===== src/verilog/readout_pkg.sv =====
// Constants and types for the converter serial readout block.
// Assumes a 25 MHz system clock; all times scale from a 4.9152 MHz converter clock.
// Summary of operation
// - Pin goes low when new result ready
// - First rising clock edge presents MSB
// - Each further rising edge shifts next bit
// - Edge 21 forces pin high until next
// - Edges 21 to 24 output ones
// - After 20 clocks hold last bit till update
// - Convert continuously, new result every period
// - Edge 25 keeps high; fall 26 calibrates
// - Calibration disconnects inputs, applies own signal
// - Ready after calibration time, settled result
// - Clock high 20 us enters standby
// - Standby from conversion or calibration, not wake; pin stays high
// - First result after wake ready time
// - Durations scale with converter clock period; here fixed counts for the nominal 4.9152 MHz
// - Twos complement, clipped at full scale
// - Rate select low 10, high 80 per second
package readout_pkg;
  localparam int unsigned CLK_HZ = 25_000_000;
  localparam int unsigned RESULT_BITS = 20;
  localparam logic [4:0] EDGE_LAST_BIT = 5'd20;
  localparam logic [4:0] EDGE_PAD_LAST = 5'd24;
  localparam logic [4:0] EDGE_CAL_REQ = 5'd26;
  // Times in microseconds, nominal converter clock 4.9152 MHz
  localparam int unsigned CONV_US_FAST = 12_500;
  localparam int unsigned CONV_US_SLOW = 100_000;
  localparam int unsigned UPDATE_US = 39;
  localparam int unsigned STANDBY_US = 20;
  localparam int unsigned CAL_US_FAST = 101_280;
  localparam int unsigned CAL_US_SLOW = 801_020;
  localparam int unsigned WAKE_US_FAST = 52_510;
  localparam int unsigned WAKE_US_SLOW = 401_800;
  // Cycle counts: least times round up
  localparam int unsigned CYC_PER_US = CLK_HZ / 1_000_000;
  localparam int unsigned UPDATE_CYC = UPDATE_US * CYC_PER_US;
  localparam int unsigned STANDBY_CYC = STANDBY_US * CYC_PER_US;
  localparam int unsigned CONV_CYC_FAST = CONV_US_FAST * CYC_PER_US;
  localparam int unsigned CONV_CYC_SLOW = CONV_US_SLOW * CYC_PER_US;
  localparam int unsigned CAL_CYC_FAST = CAL_US_FAST * CYC_PER_US;
  localparam int unsigned CAL_CYC_SLOW = CAL_US_SLOW * CYC_PER_US;
  localparam int unsigned WAKE_CYC_FAST = WAKE_US_FAST * CYC_PER_US;
  localparam int unsigned WAKE_CYC_SLOW = WAKE_US_SLOW * CYC_PER_US;
  localparam logic [19:0] CODE_POS_FS = 20'h7ffff;
  localparam logic [19:0] CODE_NEG_FS = 20'h80000;

  typedef enum logic [1:0] {
    ST_CONVERT = 2'b00,
    ST_CALIBRATE = 2'b01,
    ST_STANDBY = 2'b10,
    ST_WAKE = 2'b11
  } mode_e;

  // Analog-side control bundle
  typedef struct packed {
    logic inputs_disconnected;
    logic cal_signal_applied;
    logic analog_powered;
  } analog_ctrl_s;
endpackage


===== src/verilog/adc_readout.sv =====
// Serial readout, calibration and standby control of the converter.
// Assumes shift clock and rate select arrive asynchronously; sample comes from the filter.
`timescale 1ns/1ps
module adc_readout #(
  parameter int unsigned CONV_FAST = readout_pkg::CONV_CYC_FAST,
  parameter int unsigned CONV_SLOW = readout_pkg::CONV_CYC_SLOW,
  parameter int unsigned CAL_FAST = readout_pkg::CAL_CYC_FAST,
  parameter int unsigned CAL_SLOW = readout_pkg::CAL_CYC_SLOW,
  parameter int unsigned WAKE_FAST = readout_pkg::WAKE_CYC_FAST,
  parameter int unsigned WAKE_SLOW = readout_pkg::WAKE_CYC_SLOW
) (
  // System
  input wire logic clock,
  input wire logic srst,
  // Host link
  input wire logic shift_clock,
  input wire logic rate_select,
  output logic ready_data_out,
  // Filter side: raw signed result, wider to allow clipping
  input wire logic signed [23:0] filter_sample,
  // Analog control
  output readout_pkg::analog_ctrl_s analog_ctrl,
  output readout_pkg::mode_e mode
);
  import readout_pkg::*;

  logic sclk_s1_q, sclk_s2_q, sclk_s3_q;
  logic rate_s1_q, rate_s2_q;
  logic rise, fall;
  logic [31:0] conv_cnt_q, mode_cnt_q, hi_cnt_q;
  logic [19:0] result_q, shift_q;
  logic [4:0] edge_cnt_q;
  logic ready_q, reading_q, updating_q;
  logic conv_done;
  logic [31:0] conv_len, cal_len, wake_len;

  // Clip to full-scale codes
  function automatic logic [19:0] clip(input logic signed [23:0] s);
    if (s > $signed({4'h0, CODE_POS_FS})) begin
      clip = CODE_POS_FS;
    end else if (s < $signed({4'hf, CODE_NEG_FS})) begin
      clip = CODE_NEG_FS;
    end else begin
      clip = s[19:0];
    end
  endfunction

  // Two-flop synchronisers, third stage only for edges
  always_ff @(posedge clock) begin
    if (srst) begin
      sclk_s1_q <= 1'b0;
      sclk_s2_q <= 1'b0;
      sclk_s3_q <= 1'b0;
      rate_s1_q <= 1'b0;
      rate_s2_q <= 1'b0;
    end else begin
      sclk_s1_q <= shift_clock;
      sclk_s2_q <= sclk_s1_q;
      sclk_s3_q <= sclk_s2_q;
      rate_s1_q <= rate_select;
      rate_s2_q <= rate_s1_q;
    end
  end
  assign rise = sclk_s2_q & ~sclk_s3_q;
  assign fall = ~sclk_s2_q & sclk_s3_q;

  // Rate select picks period lengths; counts are fixed for the nominal converter clock
  assign conv_len = rate_s2_q ? CONV_FAST : CONV_SLOW;
  assign cal_len = rate_s2_q ? CAL_FAST : CAL_SLOW;
  assign wake_len = rate_s2_q ? WAKE_FAST : WAKE_SLOW;

  // Free-running conversion period while converting
  always_ff @(posedge clock) begin
    if (srst || mode != ST_CONVERT) begin
      conv_cnt_q <= 32'h0;
    end else if (conv_cnt_q >= conv_len - 32'h1) begin
      conv_cnt_q <= 32'h0;
    end else begin
      conv_cnt_q <= conv_cnt_q + 32'h1;
    end
  end

  // Result ready at period end, after calibration or after wake-up
  assign conv_done = (mode == ST_CONVERT && conv_cnt_q >= conv_len - 32'h1) ||
    (mode != ST_CONVERT && mode != ST_STANDBY && mode_cnt_q >= wake_len - 32'h1 && mode == ST_WAKE) ||
    (mode == ST_CALIBRATE && mode_cnt_q >= cal_len - 32'h1);

  // Update window precedes each periodic result while converting, not calibration or wake results; pin forced high inside it
  // Only a flag is kept: the conversion counter already marks the window's start
  always_ff @(posedge clock) begin
    if (srst) begin
      updating_q <= 1'b0;
    end else if (mode == ST_CONVERT && conv_cnt_q == conv_len - 32'h1 - UPDATE_CYC) begin
      updating_q <= 1'b1;
    end else if (conv_done) begin
      updating_q <= 1'b0;
    end
  end

  // Shift clock high time for standby detection
  always_ff @(posedge clock) begin
    if (srst || !sclk_s2_q) begin
      hi_cnt_q <= 32'h0;
    end else if (hi_cnt_q < STANDBY_CYC) begin
      hi_cnt_q <= hi_cnt_q + 32'h1;
    end
  end

  // Mode sequencing: calibration, standby, wake
  always_ff @(posedge clock) begin
    if (srst) begin
      mode <= ST_CONVERT;
      mode_cnt_q <= 32'h0;
    end else begin
      case (mode)
        ST_CONVERT: begin
          mode_cnt_q <= 32'h0;
          if (hi_cnt_q == STANDBY_CYC) begin
            mode <= ST_STANDBY;
          end else if (fall && edge_cnt_q >= EDGE_CAL_REQ) begin
            mode <= ST_CALIBRATE;
          end
        end
        ST_CALIBRATE: begin
          if (hi_cnt_q == STANDBY_CYC) begin
            mode <= ST_STANDBY;
            mode_cnt_q <= 32'h0;
          end else if (conv_done) begin
            mode <= ST_CONVERT;
          end else begin
            mode_cnt_q <= mode_cnt_q + 32'h1;
          end
        end
        ST_STANDBY: begin
          mode_cnt_q <= 32'h0;
          if (!sclk_s2_q) begin
            mode <= ST_WAKE;
          end
        end
        default: begin
          if (conv_done) begin
            mode <= ST_CONVERT;
          end else begin
            mode_cnt_q <= mode_cnt_q + 32'h1;
          end
        end
      endcase
    end
  end

  // Analog controls follow the mode
  always_ff @(posedge clock) begin
    if (srst) begin
      analog_ctrl <= '{inputs_disconnected: 1'b0, cal_signal_applied: 1'b0, analog_powered: 1'b1};
    end else begin
      analog_ctrl.inputs_disconnected <= (mode == ST_CALIBRATE);
      analog_ctrl.cal_signal_applied <= (mode == ST_CALIBRATE);
      analog_ctrl.analog_powered <= (mode != ST_STANDBY);
    end
  end

  // Latch result and count shift edges; a new result restarts the read
  always_ff @(posedge clock) begin
    if (srst) begin
      result_q <= 20'h0;
      shift_q <= 20'h0;
      edge_cnt_q <= 5'd0;
      ready_q <= 1'b0;
      reading_q <= 1'b0;
    end else if (conv_done) begin
      result_q <= clip(filter_sample);
      shift_q <= clip(filter_sample);
      edge_cnt_q <= 5'd0;
      ready_q <= 1'b1;
      reading_q <= 1'b0;
    end else if (mode == ST_STANDBY || updating_q) begin
      ready_q <= 1'b0;
      reading_q <= 1'b0;
    end else if (rise && edge_cnt_q != 5'h1f) begin
      edge_cnt_q <= edge_cnt_q + 5'd1;
      reading_q <= 1'b1;
      if (edge_cnt_q != 5'd0) begin
        shift_q <= {shift_q[18:0], 1'b1};
      end
      if (edge_cnt_q >= EDGE_LAST_BIT) begin
        ready_q <= 1'b0;
      end
    end
  end

  // Pin: low when ready, then data, high once padded or idle
  always_ff @(posedge clock) begin
    if (srst) begin
      ready_data_out <= 1'b1;
    end else if (mode == ST_STANDBY || updating_q) begin
      ready_data_out <= 1'b1;
    end else if (reading_q && edge_cnt_q <= EDGE_LAST_BIT) begin
      ready_data_out <= shift_q[19];
    end else if (reading_q) begin
      ready_data_out <= 1'b1;
    end else begin
      ready_data_out <= ~ready_q;
    end
  end
endmodule


===== config.mk =====
export PLATFORM = sky130hd
export DESIGN_NAME = adc_readout
export DESIGN_NICKNAME = d
export VERILOG_FILES = /design/src/verilog/readout_pkg.sv /design/src/verilog/adc_readout.sv
export SDC_FILE = /design/constraint.sdc
export NUM_CORES = 1
export LEC_CHECK = 0
export ABC_AREA = 1
export ABC_CLOCK_PERIOD_IN_PS = 5100
export BUFFER_PORTS_ARGS = -buffer_cell sky130_fd_sc_hd__buf_2
export CAP_MARGIN = 20
export CORE_ASPECT_RATIO = 0.9
export CORE_UTILIZATION = 62
export CTS_CLUSTER_DIAMETER = 200
export CTS_CLUSTER_SIZE = 40
export DETAILED_ROUTE_END_ITERATION = 8
export GPL_TIMING_DRIVEN = 0
export HOLD_SLACK_MARGIN = 0.1
export PLACE_DENSITY_LB_ADDON = 0.08
export SYNTH_ARGS = -nofsm -noshare
export SYNTH_HDL_FRONTEND = slang
export SYNTH_SLANG_ARGS = --single-unit
export TNS_END_PERCENT = 1

===== constraint.sdc =====
create_clock -name clock -period 5.1 [get_ports clock]
set_input_delay 0.765 -clock clock [delete_from_list [all_inputs] [get_ports clock]]
set_output_delay 0.765 -clock clock [all_outputs]
set_load 0.02 [all_outputs]

* After elaboration in Yosys (flattened, before gate mapping) *
Index checks and enable logic that the tools add are counted.

word-level totals
  register bits = 134
  output and inout port bits = 6
  word-level logic and storage cells = 108

cells by class
  add/sub/neg operators = 8
  order comparisons = 9
  eq/ne operators = 10
  muxes and demuxes = 26
  bitwise gates (word level) = 6
  reductions and logical operators = 32

operators by type and width
  operator                                                   count
  two-way mux 20 bit                                         6
  adder 32 x 1 -> 32 bit (second input constant)             3
  greater-or-equal comparator 32 bit                         3
  two-way mux 32 bit                                         2
  case mux 32 bit (2 select lines)                           1
  == test 32 bit                                             1
  == test 32 x 9 -> 1 bit (second input constant)            1
  < comparator 32 x 9 -> 1 bit (second input constant)       1
  subtractor 25 x 1 -> 26 bit (second input constant)        1
  two-way mux 25 bit                                         1
  subtractor 24 x 1 -> 25 bit (second input constant)        1
  > comparator 24 x 20 -> 1 bit (second input constant)      1
  < comparator 24 x 20 -> 1 bit (second input constant)      1
  two-way mux 24 bit                                         1
  subtractor 23 x 11 -> 24 bit (second input constant)       1
  subtractor 22 x 1 -> 23 bit (second input constant)        1
  two-way mux 22 bit                                         1
  greater-or-equal comparator 5 bit (second input constant)  2
  two-way mux 2 bit                                          5
  logical AND 1 bit                                          9
  two-way mux 1 bit                                          8
  nonzero test 2 bit                                         4
  OR reduction 2 bit                                         4
  inequality test 2 bit (second input constant)              3
  other kinds (17)                                           29

* Depth between registers and ports, before layout *
  word-level depth = 10
  depth in mapped cells = 20
  mapped depth without buffers = 19

* Worst setup path after synthesis *
Ideal clock, no wire load.

  path kind = register to register
  start point = reg rate_s2_q
  end point = reg shift_q[17]
  library setup time = 0.117 ns
  data arrival time = 2.498 ns
  required time = 4.983 ns
  path slack = 2.485 ns
  stages on the path, launching flop included = 18
  path buffers = 2
  period minus slack after synthesis = 2.615 ns
  path through = dfxtp_1 -> inv_1 -> ha_1 -> nand2_1 -> nor2_1 -> nand2_1 -> nor2_1 -> nand2_1 -> nand2_1 -> nand2_1 -> nand2_2 -> nand2_2 -> nand3_2 -> buf_6 -> buf_6 -> o21ai_0 -> a21oi_1 -> nor2_1

between the ends
  longest elaborated chain between the ends = 9

RTL lines
  what                                                                          line                source
  start: declaration                                                            adc_readout.sv:28   logic rate_s1_q, rate_s2_q;
  start signal: assignment                                                      adc_readout.sv:61   rate_s2_q <= rate_s1_q;
  two-way mux 24 bit                                                            adc_readout.sv:70   assign wake_len = rate_s2_q ? WAKE_FAST : WAKE_SLOW;
  subtractor 24 x 1 -> 25 bit                                                   adc_readout.sv:85   (mode != ST_CONVERT && mode != ST_STANDBY && mode_cnt_q >= wake_len - 32'h1 && mode == ST_WAKE) ||
  greater-or-equal comparator 32 bit                                            adc_readout.sv:85
  logical AND 1 bit (2 in series)                                               adc_readout.sv:85
  logical OR 1 bit                                                              adc_readout.sv:84   assign conv_done = (mode == ST_CONVERT && conv_cnt_q >= conv_len - 32'h1) ||
  logical OR 1 bit (*)                                                          adc_readout.sv:85
  inequality test 2 bit (no line) / nonzero test 2 bit (equally long branches)  -
  AND reduction 3 bit (no line)                                                 -
  end signal: assignment                                                        adc_readout.sv:172  shift_q <= clip(filter_sample);
  end signal: assignment                                                        adc_readout.sv:183  shift_q <= {shift_q[18:0], 1'b1};
  end: declaration                                                              adc_readout.sv:31   logic [19:0] result_q, shift_q;

Every way passes the cells marked *; elsewhere a longest branch is shown, timed or not.
A chain may end at the register's enable or synchronous reset.

* Worst setup path in the final report *
  start point = reg rate_s2_q
  end point = reg shift_q[12]

Same word-level chain as after synthesis.

==> impl_metrics.yaml <==
status:
  run_status: "complete, no violations"
pwr:
  internal_power_mw: 1.74
  power.combinational.fraction: 0.033
  p_sw_frac: 0.238
  power.density_nw_per_um2: 293
  vdd_ir_drop_max_v: 0.000287
  p_leak_nw: 3.20
  sequentialPowerShare: 0.469
  switchingPower_mw: 0.544
  share_clk_of_total_power: 0.498
floorplan:
  floorplan.io_pins: 34
  dieHeight_um: 102
  die-area_um2: 11500
  initial_utilization: 0.637
  floorplan.core_area_um2: 10800
  die_width_um: 113
  number_of_rows_in_the_core_area: 36
finish:
  synthToLayoutAreaGrowth_pct: 13.3
  final_layout_size_suffix_gt1_frac: 0.0976
  most-common-layout-cells: "167 x sky130_fd_sc_hd__nor2_1, 161 x sky130_fd_sc_hd__inv_1, 160 x sky130_fd_sc_hd__nand2_1"
  antenna_cells_inserted: 0
  nNetsFinal: 1116
  leading_cell_type_in_the_layout_fill_and_taps_excluded: "sky130_fd_sc_hd__nor2_1"
  layoutNonFillerInstCount: 1199
worst_setup_path:
  type_of_element_capturing_the_critical_path: "register"
  path_class: "reg -> reg"
  worst_ep_arrival_time_ns: 3.91
  cp_data_required_time_ns: 5.42
  critical_path.max_fanout: 16
  worstSetupStartpointType: "register"
detailed_routing:
  first_pass_iters: 5
  vias_per_cell: 5.17
  dr.first_iter.drc_count: 349
  wl_per_cell_um: 12.1
  drt_drc_violations_left: 0
  postRouteWirelength_um: 14400
  dr_total_vias: 6204
  ant_nets: 0
global_route:
  top_usage_layer: "met2"
  grt.met2_usage: 0.431
  grt_start_max_net_pins: 17
  all_layer_global_routing_usage: 0.269
  grt.overflow.total: 0
  antenna_found_initial: 0
  use_met1: 0.357
  wire_length_of_the_first_global_routing_pass_um: 24700
  vias_in_the_first_global_route: 5472
  global_route.usage.met3: 0.0664
synth:
  synth.yosys.warnings: 0
  synth_cell_types: 47
  synth_edf_count: 0
  syn_avg_cell_area_um2: 6.93
  postSynthCellCount: 993
  ys_async_sr_fraction: 0
  netlist_area_um2: 6880
  synth_ff_type: "sky130_fd_sc_hd__dfxtp_1"
  synth.yosys.seq_area_share: 0.390
  ys_seq_elements: 134
cts:
  cts_num_sinks: 134
  clk_path_buf_depth: 2
  tritoncts: "done"
  cts_setup_buffers: 0
  clock_tree.htree_level_count: 4
  clock_tree.root_cell: "sky130_fd_sc_hd__clkbuf_16"
  postCtsHoldBufs: 0
  insertion_delay_ns: 0.42
  clk_pin_slew_worst_paths_ns: 0.06
  cts_repair_resize_count: 0
  cts_buffers: 17
sta:
  fmaxAchievable_mhz: 278
  final.setup.worst_slack_ns: 1.51
  layout_min_cycle_time_ns: 3.59
  tightest_slew_ns: 0.825
  hold_ws_ns: 0.405
  setup_tns_ns: 0
  setup_viol: 0
  slew_viol_final: 0
  report.final.hold_viol_count: 0
  rsz0062_at_grt: "false"
  slew_headroom: 0.449
  fin_worst_skew_ns: 0.00780
  period_utilisation_layout: 0.704
place:
  portBuffers: 33
  place.detailed.hpwl_um: 10200
  gp_congestion: 0.890
  place_worst_setup_slack_ns: 1.53
  post-place-cells: 1167
worst_hold_path:
  worstHoldPathType: "reg -> reg"
flow_run:
  timing.max_cap.violations: 0
==> registers in the layout, summed over array words and instances, names as in the netlist <==
register,cells
mode_cnt_q,32
shift_q,20
updating_q,1
rate_s2_q,1
reading_q,1
sclk_s2_q,1
sclk_s3_q,1
edge_cnt_q,5
ready_q,1
sclk_s1_q,1
rate_s1_q,1
conv_cnt_q,32
analog_ctrl,2
mode,2
hi_cnt_q,32
ready_data_out,1
==> worst max-delay path, cell delays in order (launching register included) <==
cell	delay, ns
sky130_fd_sc_hd__dfxtp_1	0.86
sky130_fd_sc_hd__inv_1	0.52
sky130_fd_sc_hd__ha_1	0.46
sky130_fd_sc_hd__nand2_1	0.05
sky130_fd_sc_hd__nor2_1	0.16
sky130_fd_sc_hd__nor2b_1	0.16
sky130_fd_sc_hd__nand2_1	0.09
sky130_fd_sc_hd__nand2_1	0.08
sky130_fd_sc_hd__nand2_1	0.05
sky130_fd_sc_hd__nand2_1	0.12
sky130_fd_sc_hd__nand2_2	0.15
sky130_fd_sc_hd__nand3_2	0.13
sky130_fd_sc_hd__buf_6	0.18
sky130_fd_sc_hd__buf_6	0.15
sky130_fd_sc_hd__o21ai_0	0.09
sky130_fd_sc_hd__a21oi_1	0.18
sky130_fd_sc_hd__nor2_1	0.05
==> area by class of cell <==
type	instances	area, um2
Buffer	25	168
Clock buffer	19	443
Clock inverter	13	111
Fill cell	913	3010
Inverter	165	624
Multi-Input combinational cell	677	3440
Sequential cell	134	2680
Tap cell	133	166
Timing Repair Buffer	33	165
==> worst paths after layout <==
kind	startpoint	endpoint	slack [ns]	cells after the start
worst max-delay path	rate_s2_q$_SDFF_PP0_	shift_q[12]$_SDFFE_PP0P_	1.51	16
worst min-delay path	sclk_s1_q$_SDFF_PP0_	sclk_s2_q$_SDFF_PP0_	0.41	2
worst max register to register	rate_s2_q$_SDFF_PP0_	shift_q[12]$_SDFFE_PP0P_	1.51	16
worst min register to register	sclk_s1_q$_SDFF_PP0_	sclk_s2_q$_SDFF_PP0_	0.41	2
==> logic make-up (layout without fill, tap and decap cells) <==
kind of cell / Yosys count / after routing / share of synthesized area
XOR/XNOR: 6 / 6 / 0.00763
AO/OA/AOI/OAI: 162 / 162 / 0.125
AND/OR/NAND/NOR: 465 / 465 / 0.298
flip-flops: 134 / 134 / 0.390
buffers and inverters: 190 / 255 / 0.115
adder cells (fa/ha/maj): 35 / 35 / 0.0636
other: 1 / 9 / 0.000545
==> per-stage QoR <==
step                       util  power (mW)  cell area, um2
after floorplan               -        1.14            6910
after global placement    0.670        1.17            7240
after detailed placement  0.670        1.17            7240
after CTS                 0.721        2.32            7800
after global routing      0.721        2.38            7800
final                     0.721        2.29            7800
==> Yosys cell counts, drive strengths merged, types with 4 or more instances <==
master / instances / area (um2)
nor2: 169 / 644
inv: 165 / 624
nand2: 165 / 637
dfxtp: 134 / 2680
o21ai: 79 / 395
a21oi: 68 / 348
nand3: 48 / 255
ha: 35 / 438
nor3: 32 / 170
nand4: 24 / 156
buf: 15 / 126
clkbuf: 10 / 41.3
nor3b: 10 / 75.1
nor4: 6 / 37.5
a211oi: 5 / 42.5
xor2: 4 / 35.0
==> layer usage <==
metal / routed length (um) / vias to the layer above
met2: 6570 / 125
met5: 0 / -
met4: 192 / 0
met1: 7040 / 2750
met3: 645 / 18
li1: - / 3311
==> power by group through the flow <==
stage	Clock, mW	Combinational, mW	Sequential [mW]
after global placement	0	0.0727	1.09
after CTS	1.17	0.0756	1.07
after global routing	1.22	0.0889	1.07
final	1.14	0.0758	1.07
after floorplan	0	0.0504	1.09
after detailed placement	0	0.0744	1.09
Power figures use the tool's default switching activity.
